==> src/core/cfa_pkg.sv <==
// constants, types and command codes for the card file access command block
//---------------------------------------------------------------------------
//---------------------------------------------------------------------------
package cfa_pkg;
   // instruction codes
   localparam logic [7:0] CFA_INS_STATUS = 8'hf2;
   localparam logic [7:0] CFA_INS_RD_BIN = 8'hb0;
   localparam logic [7:0] CFA_INS_WR_BIN = 8'hd6;
   localparam logic [7:0] CFA_INS_RD_REC = 8'hb2;
   // status words
   localparam logic [15:0] CFA_SW_OK = 16'h9000;
   localparam logic [15:0] CFA_SW_LEN = 16'h6700;
   localparam logic [15:0] CFA_SW_SECURITY = 16'h6982;
   localparam logic [15:0] CFA_SW_STRUCT = 16'h6981;
   localparam logic [15:0] CFA_SW_NO_REC = 16'h6a83;
   localparam logic [15:0] CFA_SW_P1P2 = 16'h6b00;
   localparam logic [15:0] CFA_SW_INS = 16'h6d00;
   // status query parameter codes
   localparam logic [7:0] CFA_P1_NONE = 8'h00;
   localparam logic [7:0] CFA_P1_INIT = 8'h01;
   localparam logic [7:0] CFA_P1_TERM = 8'h02;
   localparam logic [7:0] CFA_P2_SELECT = 8'h00;
   localparam logic [7:0] CFA_P2_DFNAME = 8'h01;
   localparam logic [7:0] CFA_P2_NODATA = 8'h0c;
   // binary and record parameter fields
   localparam logic [2:0] CFA_P1_SFI_TAG = 3'b100;
   localparam logic [4:0] CFA_SFI_RESERVED = 5'h1f;
   localparam logic [2:0] CFA_MODE_NEXT = 3'b010;
   localparam logic [2:0] CFA_MODE_PREV = 3'b011;
   localparam logic [2:0] CFA_MODE_ABS = 3'b100;
   localparam logic [7:0] CFA_REC_CURRENT = 8'h00;
   localparam logic [8:0] CFA_LE_ZERO_CNT = 9'd256;
   // reset values
   localparam logic [7:0] CFA_PTR_RST = 8'h00;
   localparam logic [15:0] CFA_ADDR_RST = 16'h0000;

   typedef enum logic [1:0] {
      CFA_FT_TRANSPARENT, CFA_FT_LINEAR, CFA_FT_CYCLIC, CFA_FT_OTHER
   } cfa_ftype_e;
   typedef enum logic [1:0] {CFA_SRC_FILE, CFA_SRC_FCP, CFA_SRC_DFNAME} cfa_src_e;
   typedef enum logic [1:0] {CFA_IDLE, CFA_READ, CFA_WRITE} cfa_state_e;

   typedef struct packed {
      logic [7:0] cla;
      logic [7:0] ins;
      logic [7:0] p1;
      logic [7:0] p2;
      logic [7:0] lc;
      logic [7:0] le;
      logic le_present;
   } cfa_cmd_s;

   typedef struct packed {
      cfa_ftype_e ftype;
      logic [15:0] size;
      logic [7:0] rec_len;
      logic [7:0] rec_cnt;
      logic read_ok;
      logic update_ok;
      logic [7:0] fcp_len;
      logic [7:0] dfname_len;
   } cfa_finfo_s;

   typedef struct packed {
      cfa_state_e st;
      cfa_src_e src;
      logic [15:0] addr;
      logic [8:0] cnt;
      logic [7:0] ptr;
      logic ptr_set;
      logic rvalid;
      logic [7:0] rdata;
      logic rlast;
      logic done;
      logic [15:0] sw;
      logic we;
      logic [15:0] waddr;
      logic [7:0] wdata;
      logic sfi_used;
      logic [4:0] short_file_id;
      logic ind_init;
      logic ind_term;
   } cfa_state_s;
endpackage

==> src/core/cfa_core.sv <==
// command interpreter for card file access commands
`timescale 1ns/1ps
`default_nettype none
module cfa_core (
   input wire logic clk, // 50 MHz clock
   input wire logic rstn, // synchronous reset, active low
   input wire logic cmd_valid, // command message present
   output logic cmd_ready, // command taken this cycle
   input wire cfa_pkg::cfa_cmd_s cmd, // command header fields
   input wire cfa_pkg::cfa_finfo_s finfo, // target file description
   input wire logic file_sel, // new file selected, pointer cleared unless a next/previous record read finds a record that cycle
   input wire logic [7:0] mem_rdata, // byte at mem_raddr, same cycle
   output logic [15:0] mem_raddr, // read byte address
   output cfa_pkg::cfa_src_e mem_src, // which object is read
   output logic mem_we, // write strobe
   output logic [15:0] mem_waddr, // write byte address
   output logic [7:0] mem_wdata, // write byte
   input wire logic wr_valid, // write data byte present
   input wire logic [7:0] wr_data, // write data byte
   output logic wr_ready, // write data byte taken
   output logic resp_valid, // response byte present
   output logic [7:0] resp_data, // response byte
   output logic resp_last, // final response byte
   output logic done, // command finished, sw valid
   output logic [15:0] sw, // status word
   output logic sfi_used, // short file id addressing used
   output logic [4:0] short_file_id, // short file id
   output logic app_init_ind, // application initialized pulse
   output logic app_term_ind, // application termination pulse
   output logic [7:0] rec_ptr, // record pointer
   output logic rec_ptr_set // record pointer valid
);
   import cfa_pkg::*;

   //------------------------------------------------------------------------
   // helper functions
   //------------------------------------------------------------------------
   // byte offset of a record, records numbered from one
   function automatic logic [15:0] rec_base(input logic [7:0] rec,
                                            input logic [7:0] len);
      logic [15:0] p;
      p = {8'h00, rec - 8'd1} * {8'h00, len};
      return p;
   endfunction

   // answer length: whole object unless le asks for fewer bytes
   function automatic logic [8:0] cap_len(input logic [7:0] avail,
                                          input logic [7:0] le,
                                          input logic le_present);
      if (!le_present || le == 8'h00 || le > avail) begin
         return {1'b0, avail};
      end
      return {1'b0, le};
   endfunction

   // record choice per mode: {found, record number}
   function automatic logic [8:0] rec_pick(input logic [2:0] mode,
                                           input logic [7:0] p1,
                                           input logic [7:0] ptr,
                                           input logic set,
                                           input logic [7:0] n,
                                           input logic cyc);
      logic [8:0] res;
      res = 9'h000;
      if (n != 8'h00) begin
         case (mode)
            CFA_MODE_ABS: begin
               if (p1 == CFA_REC_CURRENT) begin
                  res = {set, ptr};
               end else if (p1 <= n) begin
                  res = {1'b1, p1};
               end
            end
            CFA_MODE_NEXT: begin
               if (!set) begin
                  res = {1'b1, 8'd1};
               end else if (ptr >= n) begin
                  res = cyc ? {1'b1, 8'd1} : 9'h000;
               end else begin
                  res = {1'b1, ptr + 8'd1};
               end
            end
            CFA_MODE_PREV: begin
               if (!set) begin
                  res = {1'b1, n};
               end else if (ptr <= 8'd1) begin
                  res = cyc ? {1'b1, n} : 9'h000;
               end else begin
                  res = {1'b1, ptr - 8'd1};
               end
            end
            default: res = 9'h000;
         endcase
      end
      return res;
   endfunction

   //------------------------------------------------------------------------
   // state and decode
   //------------------------------------------------------------------------
   cfa_state_s r, n;
   logic bin_sfi;
   logic bin_bad;
   logic [15:0] bin_off;
   logic [8:0] pick;
   logic [8:0] stlen;
   logic [2:0] rmode;
   logic [4:0] rsel;

   // parameter decode: binary offset and file id shared by read and write, record pick, status length
   always_comb begin
      bin_sfi = cmd.p1[7:5] == CFA_P1_SFI_TAG;
      bin_bad = cmd.p1[7] && !bin_sfi;
      bin_off = bin_sfi ? {8'h00, cmd.p2} : {1'b0, cmd.p1[6:0], cmd.p2};
      rmode = cmd.p2[2:0];
      rsel = cmd.p2[7:3];
      pick = rec_pick(rmode, cmd.p1, r.ptr, r.ptr_set, finfo.rec_cnt,
                      finfo.ftype == CFA_FT_CYCLIC);
      stlen = cap_len((cmd.p2 == CFA_P2_DFNAME) ? finfo.dfname_len :
                      finfo.fcp_len, cmd.le, cmd.le_present);
   end

   // next state: one command at a time, no queueing
   always_comb begin
      n = r;
      n.rvalid = 1'b0;
      n.rlast = 1'b0;
      n.done = 1'b0;
      n.we = 1'b0;
      n.ind_init = 1'b0;
      n.ind_term = 1'b0;
      if (file_sel) begin
         n.ptr = CFA_PTR_RST;
         n.ptr_set = 1'b0;
      end
      case (r.st)
         CFA_IDLE: begin
            if (cmd_valid) begin
               // errors and empty answers finish at once
               n.done = 1'b1;
               n.sw = CFA_SW_OK;
               n.sfi_used = 1'b0;
               n.src = CFA_SRC_FILE;
               case (cmd.ins)
                  CFA_INS_STATUS: begin
                     if (cmd.lc != 8'h00) begin
                        n.sw = CFA_SW_LEN;
                     end else if (cmd.p1 > CFA_P1_TERM ||
                                  (cmd.p2 != CFA_P2_SELECT &&
                                   cmd.p2 != CFA_P2_DFNAME &&
                                   cmd.p2 != CFA_P2_NODATA)) begin
                        n.sw = CFA_SW_P1P2;
                     end else begin
                        n.ind_init = cmd.p1 == CFA_P1_INIT;
                        n.ind_term = cmd.p1 == CFA_P1_TERM;
                        if (cmd.p2 != CFA_P2_NODATA && stlen != 9'd0) begin
                           n.st = CFA_READ;
                           n.done = 1'b0;
                           n.cnt = stlen;
                           n.addr = CFA_ADDR_RST;
                           n.src = (cmd.p2 == CFA_P2_DFNAME) ?
                                   CFA_SRC_DFNAME : CFA_SRC_FCP;
                        end
                     end
                  end
                  CFA_INS_RD_BIN, CFA_INS_WR_BIN: begin
                     n.sfi_used = bin_sfi;
                     n.short_file_id = cmd.p1[4:0];
                     if (bin_bad || bin_off >= finfo.size) begin
                        n.sw = CFA_SW_P1P2;
                     end else if (finfo.ftype != CFA_FT_TRANSPARENT) begin
                        n.sw = CFA_SW_STRUCT;
                     end else if (cmd.ins == CFA_INS_RD_BIN) begin
                        if (!finfo.read_ok) begin
                           n.sw = CFA_SW_SECURITY;
                        end else if (!cmd.le_present) begin
                           n.sw = CFA_SW_LEN;
                        end else begin
                           n.st = CFA_READ;
                           n.done = 1'b0;
                           n.addr = bin_off;
                           n.cnt = (cmd.le == 8'h00) ? CFA_LE_ZERO_CNT :
                                   {1'b0, cmd.le};
                        end
                     end else if (!finfo.update_ok) begin
                        n.sw = CFA_SW_SECURITY;
                     end else if (cmd.lc != 8'h00) begin
                        n.st = CFA_WRITE;
                        n.done = 1'b0;
                        n.addr = bin_off;
                        n.cnt = {1'b0, cmd.lc};
                     end
                  end
                  CFA_INS_RD_REC: begin
                     n.sfi_used = rsel != 5'h00;
                     n.short_file_id = rsel;
                     if (rsel == CFA_SFI_RESERVED ||
                         (rmode != CFA_MODE_ABS && rmode != CFA_MODE_NEXT &&
                          rmode != CFA_MODE_PREV)) begin
                        n.sw = CFA_SW_P1P2;
                     end else if (finfo.ftype != CFA_FT_LINEAR &&
                                  finfo.ftype != CFA_FT_CYCLIC) begin
                        n.sw = CFA_SW_STRUCT;
                     end else if (!finfo.read_ok) begin
                        n.sw = CFA_SW_SECURITY;
                     end else if (!pick[8] || finfo.rec_len == 8'h00) begin
                        n.sw = CFA_SW_NO_REC;
                     end else begin
                        n.st = CFA_READ;
                        n.done = 1'b0;
                        n.addr = rec_base(pick[7:0], finfo.rec_len);
                        n.cnt = {1'b0, finfo.rec_len};
                        if (rmode != CFA_MODE_ABS) begin
                           n.ptr = pick[7:0];
                           n.ptr_set = 1'b1;
                        end
                     end
                  end
                  default: n.sw = CFA_SW_INS;
               endcase
            end
         end
         CFA_READ: begin
            // one byte per cycle; the receiver cannot stall
            n.rvalid = 1'b1;
            n.rdata = mem_rdata;
            n.addr = r.addr + 16'd1;
            n.cnt = r.cnt - 9'd1;
            if (r.cnt == 9'd1) begin
               n.rlast = 1'b1;
               n.done = 1'b1;
               n.sw = CFA_SW_OK;
               n.st = CFA_IDLE;
            end
         end
         CFA_WRITE: begin
            if (wr_valid) begin
               n.we = 1'b1;
               n.waddr = r.addr;
               n.wdata = wr_data;
               n.addr = r.addr + 16'd1;
               n.cnt = r.cnt - 9'd1;
               if (r.cnt == 9'd1) begin
                  n.done = 1'b1;
                  n.sw = CFA_SW_OK;
                  n.st = CFA_IDLE;
               end
            end
         end
         default: n.st = CFA_IDLE;
      endcase
   end

   // state register
   always_ff @(posedge clk) begin
      if (!rstn) begin
         r <= '0;
         r.st <= CFA_IDLE;
         r.ptr <= CFA_PTR_RST;
         r.addr <= CFA_ADDR_RST;
         r.sw <= CFA_SW_OK;
      end else begin
         r <= n;
      end
   end

   //------------------------------------------------------------------------
   // outputs
   //------------------------------------------------------------------------
   // handshakes are combinational, data comes from the state register
   assign cmd_ready = r.st == CFA_IDLE;
   assign wr_ready = r.st == CFA_WRITE;
   assign mem_raddr = r.addr;
   assign mem_src = r.src;
   assign mem_we = r.we;
   assign mem_waddr = r.waddr;
   assign mem_wdata = r.wdata;
   assign resp_valid = r.rvalid;
   assign resp_data = r.rdata;
   assign resp_last = r.rlast;
   assign done = r.done;
   assign sw = r.sw;
   assign sfi_used = r.sfi_used;
   assign short_file_id = r.short_file_id;
   assign app_init_ind = r.ind_init;
   assign app_term_ind = r.ind_term;
   assign rec_ptr = r.ptr;
   assign rec_ptr_set = r.ptr_set;

   //------------------------------------------------------------------------
   // assertions
   //------------------------------------------------------------------------
   // helper: bytes sent since the read was taken
   logic [8:0] h_exp;
   logic [8:0] h_got;
   logic h_bin;
   // h_bin marks a binary read, whose length is always le (256 for le zero)
   always_ff @(posedge clk) begin
      if (!rstn) begin
         h_exp <= 9'd0;
         h_got <= 9'd0;
         h_bin <= 1'b0;
      end else if (cmd_valid && cmd_ready) begin
         h_exp <= (cmd.le == 8'h00) ? CFA_LE_ZERO_CNT : {1'b0, cmd.le};
         h_got <= 9'd0;
         h_bin <= cmd.ins == CFA_INS_RD_BIN;
      end else if (resp_valid) begin
         h_got <= h_got + 9'd1;
      end
   end
endmodule
`default_nettype wire

==> config.mk <==
export PLATFORM = sky130hd
export DESIGN_NAME = cfa_core
export DESIGN_NICKNAME = d
export VERILOG_FILES = /design/src/core/cfa_pkg.sv /design/src/core/cfa_core.sv
export SDC_FILE = /design/constraint.sdc
export NUM_CORES = 1
export LEC_CHECK = 0
export BUFFER_PORTS_ARGS = -buffer_cell sky130_fd_sc_hd__buf_2
export CAP_MARGIN = 20
export CORE_ASPECT_RATIO = 1.1
export CORE_MARGIN = 4
export CORE_UTILIZATION = 38
export CTS_BUF_LIST = sky130_fd_sc_hd__clkbuf_8
export CTS_CLUSTER_SIZE = 28
export DETAILED_ROUTE_END_ITERATION = 10
export GPL_ROUTABILITY_DRIVEN = 0
export GPL_TIMING_DRIVEN = 0
export PLACE_DENSITY = 0.69
export SLEW_MARGIN = 20
export SYNTH_ARGS = -nofsm -noshare
export SYNTH_HDL_FRONTEND = slang
export SYNTH_SLANG_ARGS = --single-unit
==> constraint.sdc <==
create_clock -name clk -period 16.2 [get_ports clk]
set_clock_uncertainty 0.15 [all_clocks]
set_input_delay 3.24 -clock clk [delete_from_list [all_inputs] [get_ports clk]]
set_output_delay 3.24 -clock clk [all_outputs]
set_load 0.02 [all_outputs]
Word level (Yosys, flattened, before mapping). Index checks and enable logic that the tools add are counted.

Mux-type cells: 89. Div/mod/pow operators: 0. $mul: 1. Bitwise operators: 4. $add $sub $neg: 5. Shift operators: 0. $lt $le $gt $ge: 6. Reduce and logical (&&, ||, !) cells: 38. Equal/unequal tests: 41.

Operators with widths (number): two-way mux 25 bit (8); two-way mux 16 bit (11); one-hot mux 25 bit (3 select lines) (2); two-way mux 9 bit (16); two-way mux 34 bit (4); two-way mux 29 bit (3); two-way mux 17 bit (3); one-hot mux 17 bit (3 select lines) (1); one-hot mux 16 bit (3 select lines) (1); two-way mux 42 bit (1); two-way mux 38 bit (1); equality test 8 bit (second input constant) (4); two-way mux 2 bit (15); != test 3 bit (second input constant) (10); one-hot mux 9 bit (3 select lines) (1); zero test 8 bit (3); nonzero test 8 bit (3); two-way mux 18 bit (1); AND reduction 17 bit (1); adder 16 x 1 -> 16 bit (second input constant) (1); equality test 8 x 1 -> 1 bit (second input constant) (2); >= comparator 15 x 16 -> 1 bit (1); multiplier 8 x 8 -> 16 bit (1); != test 4 bit (second input constant) (4); other kinds (43) (86).

Bits in writable memories: 0. Latch bits: 0. Bits in read-only memories: 0. Output and inout bits: 89. Memories kept: 0. Register bits after elaboration: 98. Logic and storage cells: 202. Bits of input ports: 122.

Longest topological paths before layout.
Word-level depth: 15. Gate-level depth with buffers: 30. Gate-level depth less buffers: 29.

Least setup slack after synthesis. No wires, ideal clock.

Path kind: in2reg. From: input port finfo[24] in the netlist's numbering. To: register r, in the netlist mem_raddr[15]. Slack: 6.229 ns. Library setup time: 0.075 ns. Arrival: 9.746 ns. Required time: 15.975 ns. Cell stages on the path: 30. Path buffers: 1. Path through: inv_1 ha_1 a21o_1 a221o_1 a2111oi_0 a211oi_1 o31ai_1 clkbuf_1 ha_1 inv_1 nor3b_2 xor2_2 nand2_1 fa_1 inv_1 fa_1 fa_1 inv_1 fa_1 inv_1 ha_1 nor3_1 nor2_1 a31oi_1 nor2_1 o21a_1 o41a_1 xnor2_1 o32a_1 o22ai_1.

Word-level cells in the longest chain between the ends: 14. Elaborated cells between the ends (all ways): 25. Those cells by class: add/sub (1); mul (1); order compare (2); eq/ne (1); mux (16); reduce/logical (4).

Ends and longest elaborated chain: start, declared (line cfa_core.sv:10) `input wire cfa_pkg::cfa_finfo_s finfo,`; >= comparator 8 bit, or another cell as far along (line cfa_core.sv:77) `end else if (ptr >= n) begin`; two-way mux 9 bit, on equally long branches (line cfa_core.sv:77, cfa_core.sv:70, cfa_core.sv:86); two-way mux 9 bit, on equally long branches (line cfa_core.sv:75, cfa_core.sv:68, cfa_core.sv:84); one-hot mux 9 bit (3 select lines) (line cfa_core.sv:66) `case (mode)`; two-way mux 9 bit (*) (line cfa_core.sv:65) `if (n != 8'h00) begin`; subtractor 8 x 1 -> 8 bit (line cfa_core.sv:42) `p = {8'h00, rec - 8'd1} * {8'h00, len};`; multiplier 8 x 8 -> 16 bit (line cfa_core.sv:42); two-way mux 34 bit (line cfa_core.sv:206) `end else if (!pick[8] || finfo.rec_len == 8'h00) begin`; two-way mux 34 bit (line cfa_core.sv:204) `end else if (!finfo.read_ok) begin`; two-way mux 34 bit (line cfa_core.sv:201) `end else if (finfo.ftype != CFA_FT_LINEAR &&`; two-way mux 34 bit (line cfa_core.sv:197) `if (rsel == CFA_SFI_RESERVED ||`; one-hot mux 25 bit (3 select lines) (line cfa_core.sv:144) `case (cmd.ins)`; two-way mux 38 bit (line cfa_core.sv:138) `if (cmd_valid) begin`; one-hot mux 25 bit (3 select lines) (line cfa_core.sv:136) `case (r.st)`; end signal, assigned (line cfa_core.sv:263) `r <= n;`; end, declared (line cfa_core.sv:101) `cfa_state_s r, n;`.

Mark *: on every way between the ends. The rest lies on a longest branch, timed or not. The select of a mux whose other input is x is not followed. A chain may end at the register's enable or synchronous reset.

Worst setup path in the final report. Ends and elaborated chain as after synthesis.

==> metrics.md <==
| Metric | Value |
|---|---|
| Status | `finished, final reports clean` |
| Grt met2 use | `36.5%` |
| Vias per std cell | `5.47` |
| Slowest cell on crit path | `xor2_1` |
| Post-Syn Area | `9710 um^2` |
| CTS buffer count | `9` |
| Busiest grt layer | `met2` |
| Worst-Margin Slew | `1030 ps` |
| DRC viols | `0` |
| GRT Overall Usage | `21.9%` |
| Num rows | `61` |
| Crit path DAT | `10930 ps` |
| Post-layout power | `0.963 mW` |
| Number of instances resized during post-cts repair | `0` |
| Power per Cell Area | `85.0 nW/um^2` |
| Slowest stage delay, CP | `580 ps` |
| Total core area | `25300 um^2` |
| CTS Hold Buffers Added | `0` |
| Crit path buffers/inverters | `6` |
| Highest-count cells in the layout ignoring fill and taps | `buf_2, nand2_1, nor2_1` |
| Largest area contributor in the netlist | `dfxtp_1` |
| Clock tree from TritonCTS | `done` |
| Antenna Nets Post-Route | `0` |
| Final period util | `66.6%` |
| Critical path's top delay family | `adder cells` |
| Async SR Flop Fraction | `0%` |
| Critical path class | `in -> reg` |
| CP startpoint kind | `primary input` |
| Wire per inst | `17.7 um` |
| DRT iter0 DRCs | `851` |
| Main flop type after synthesis | `dfxtp_1` |
| 1st-pass router iterations | `8` |
| Crit Path Max Fanout | `10` |
| Final-stage net count | `1706` |
| Fmax | `92.7 MHz` |
| Post-synth top area share | `18.8%` |
| Setup total negative slack | `0 ps` |
| Vias in the first global route | `9433` |
| Seq/Total Area, Yosys | `18.8%` |
| Pleak | `5.25 nW` |
| Register bit total from synthesis | `91` |
| Worst IR Drop VDD | `0.0804 mV` |
| Syn Area/Cell | `7.76 um^2` |
| Max-slew headroom | `30.2%` |
| Clk sinks | `91` |
| Worst hold path type | `reg -> reg` |
| Critical Path Sink Type | `flop` |
| Height of the die | `176 um` |
| I/O pin cnt | `211` |
| Share of cells above drive strength 1 | `22.3%` |
| Met3 usage | `2.96%` |
| Hold Path Origin | `sw[8]` |
| Max Root-Sink Buffers | `2` |
| Post-route minimum period | `10790 ps` |
| R2r startpoint | `rec_ptr[7]` |
| Congestion Overflow GR | `0` |
| Fin. Hold Viols | `0` |
| Grt met1 use | `28.3%` |
| Initial antenna violation count | `0` |
| Synth area leaders | `dfxtp_1, ha_1, fa_1, buf_4, nand2_1` |
| H-tree depth | `3` |
| Crit path required time | `16350 ps` |
| MaxCap Viol Count | `0` |
| EDFF count, synth | `0` |
| # fillers | `2593` |
| Unrepaired setup endpoints after global routing | `no` |
| Buffer count from post-CTS setup fixing | `0` |
| Cell count after synthesis | `1252` |
| Yosys synthesis warning count | `0` |
| Commonest non-fill, non-tap cell in the layout | `buf_2` |
| Area Overhead vs Synth | `16.7%` |
| Largest net degree at the start of global routing | `19` |
| Ant. Diodes | `0` |
| Post-DP HPWL | `25.9 mm` |
| Die width | `160 um` |
| Total die area | `28200 um^2` |
| Final Setup Violations | `0` |
| CTS clk-pin slew, worst paths | `100 ps` |
| # port buffers | `192` |
| Initial Util | `38.4%` |
| CTS root buffer | `clkbuf_8` |
| First-pass GRT wire length | `50.1 mm` |
| Netlist cell types | `83` |
| Slew Limit Fails | `0` |
| Final wirelength | `32.0 mm` |
| Routed via count | `9895` |
| Crit path launch | `finfo[24]` |
| Clk_lat worst skew | `400 ps` |
## Yosys cell counts (4+ instances only)
cell type and n:
nand2_1 124, nor2_1 110, inv_1 101, dfxtp_1 91, a21oi_1 89, ha_1 89
buf_4 80, clkbuf_1 36, fa_1 36, o21ai_0 34, nor3_1 31, a22oi_1 30
and2_1 30, nor2b_1 29, xnor2_1 28, nand3_1 24, nand2b_1 22, a211oi_1 19
nor4_1 17, mux2i_1 16, nand4_1 16, and3_1 15, a21o_1 12, a311oi_1 12
xor2_1 12, buf_2 7, o21a_1 7, a211o_1 6, a211oi_2 6, a221o_1 6
nand3b_1 6, nor3b_1 6, o22ai_1 6, a31oi_1 5, o31ai_1 5, o41ai_1 5
or2_2 5, or3_1 5, buf_6 4, o21ai_1 4, o21bai_1 4, or4_1 4
## sequential cells by signal, summed over array words and instances, names as in the netlist, 2 cells and up
register / count
mem_raddr: 16
mem_waddr: 16
r: 11
sw: 9
mem_wdata: 8
rec_ptr: 8
resp_data: 8
short_file_id: 5
mem_src: 2
## through the flow
step / cell area (um^2) / std cells / setup WS, ps / hold WS [ps] / utilization [%]
3_5_place_dp: 11100 / 1794 / 5040 / 298 / 44.0
5_1_grt: 11300 / 1810 / 4860 / 335 / 44.9
4_1_cts: 11300 / 1810 / 5440 / 312 / 44.9
3_3_place_gp: 11100 / 1794 / 5180 / 292 / 44.0
6_report: 11300 / 1810 / 5410 / 308 / 44.9
2_1_floorplan: 9730 / 1256 / 6230 / 282 / -
## routing by layer
metal  up-vias  wire (um)
met5         -          0
met4         0       1310
met3        81       2070
met2       402      15000
met1      4670      13600
li1       4742          -
## worst reg2reg max path: cells and delay by family, from the launching register on
family	cells	cell delay [ps]
adder cells (fa/ha/maj)	7	3040
AO/OA/AOI/OAI	9	2310
XOR/XNOR	2	870
AND/OR/NAND/NOR	6	750
flip-flops	1	560
buffers and inverters	4	550
## where the power goes
group	leakage, nW	switching [mW]	internal, mW	total, mW
clock	0.110	0.0962	0.0756	0.172
combinational	4.41	0.319	0.246	0.565
sequential	0.734	0.00119	0.225	0.226
total	5.25	0.416	0.547	0.963
## layout make-up
type,count,area [um^2],area share (%)
clock buffers,9,124,1.09
flip-flops and latches,91,1820,16.1
multi-input cells,935,6700,59.1
well taps,346,433,3.82
inverters,102,383,3.38
plain buffers,128,820,7.23
clock inverters,7,90.1,0.795
repair buffers,192,961,8.48
## logic make-up (layout without fill, tap and decap cells)
kind of cell / count (synthesis) / count (layout) / share of synthesized area, %
xor+xnor: 41 / 41 / 3.77
buf+inv: 230 / 438 / 12.4
mux: 18 / 18 / 1.88
flops: 91 / 91 / 18.8
compound gates: 288 / 288 / 20.6
other cells: 1 / 5 / 0.0386
simple gates: 458 / 458 / 23.6
fa+ha+maj: 125 / 125 / 18.9
## worst paths after layout
check / slack [ps] / end / cells past startpoint
worst max-delay path: 5410 / mem_raddr[15] / 30
worst min-delay path: 310 / sw[8] / 2
worst max register to register: 7880 / mem_raddr[15] / 28
worst min register to register: 310 / sw[8] / 2
Power figures use the tool's default switching activity.
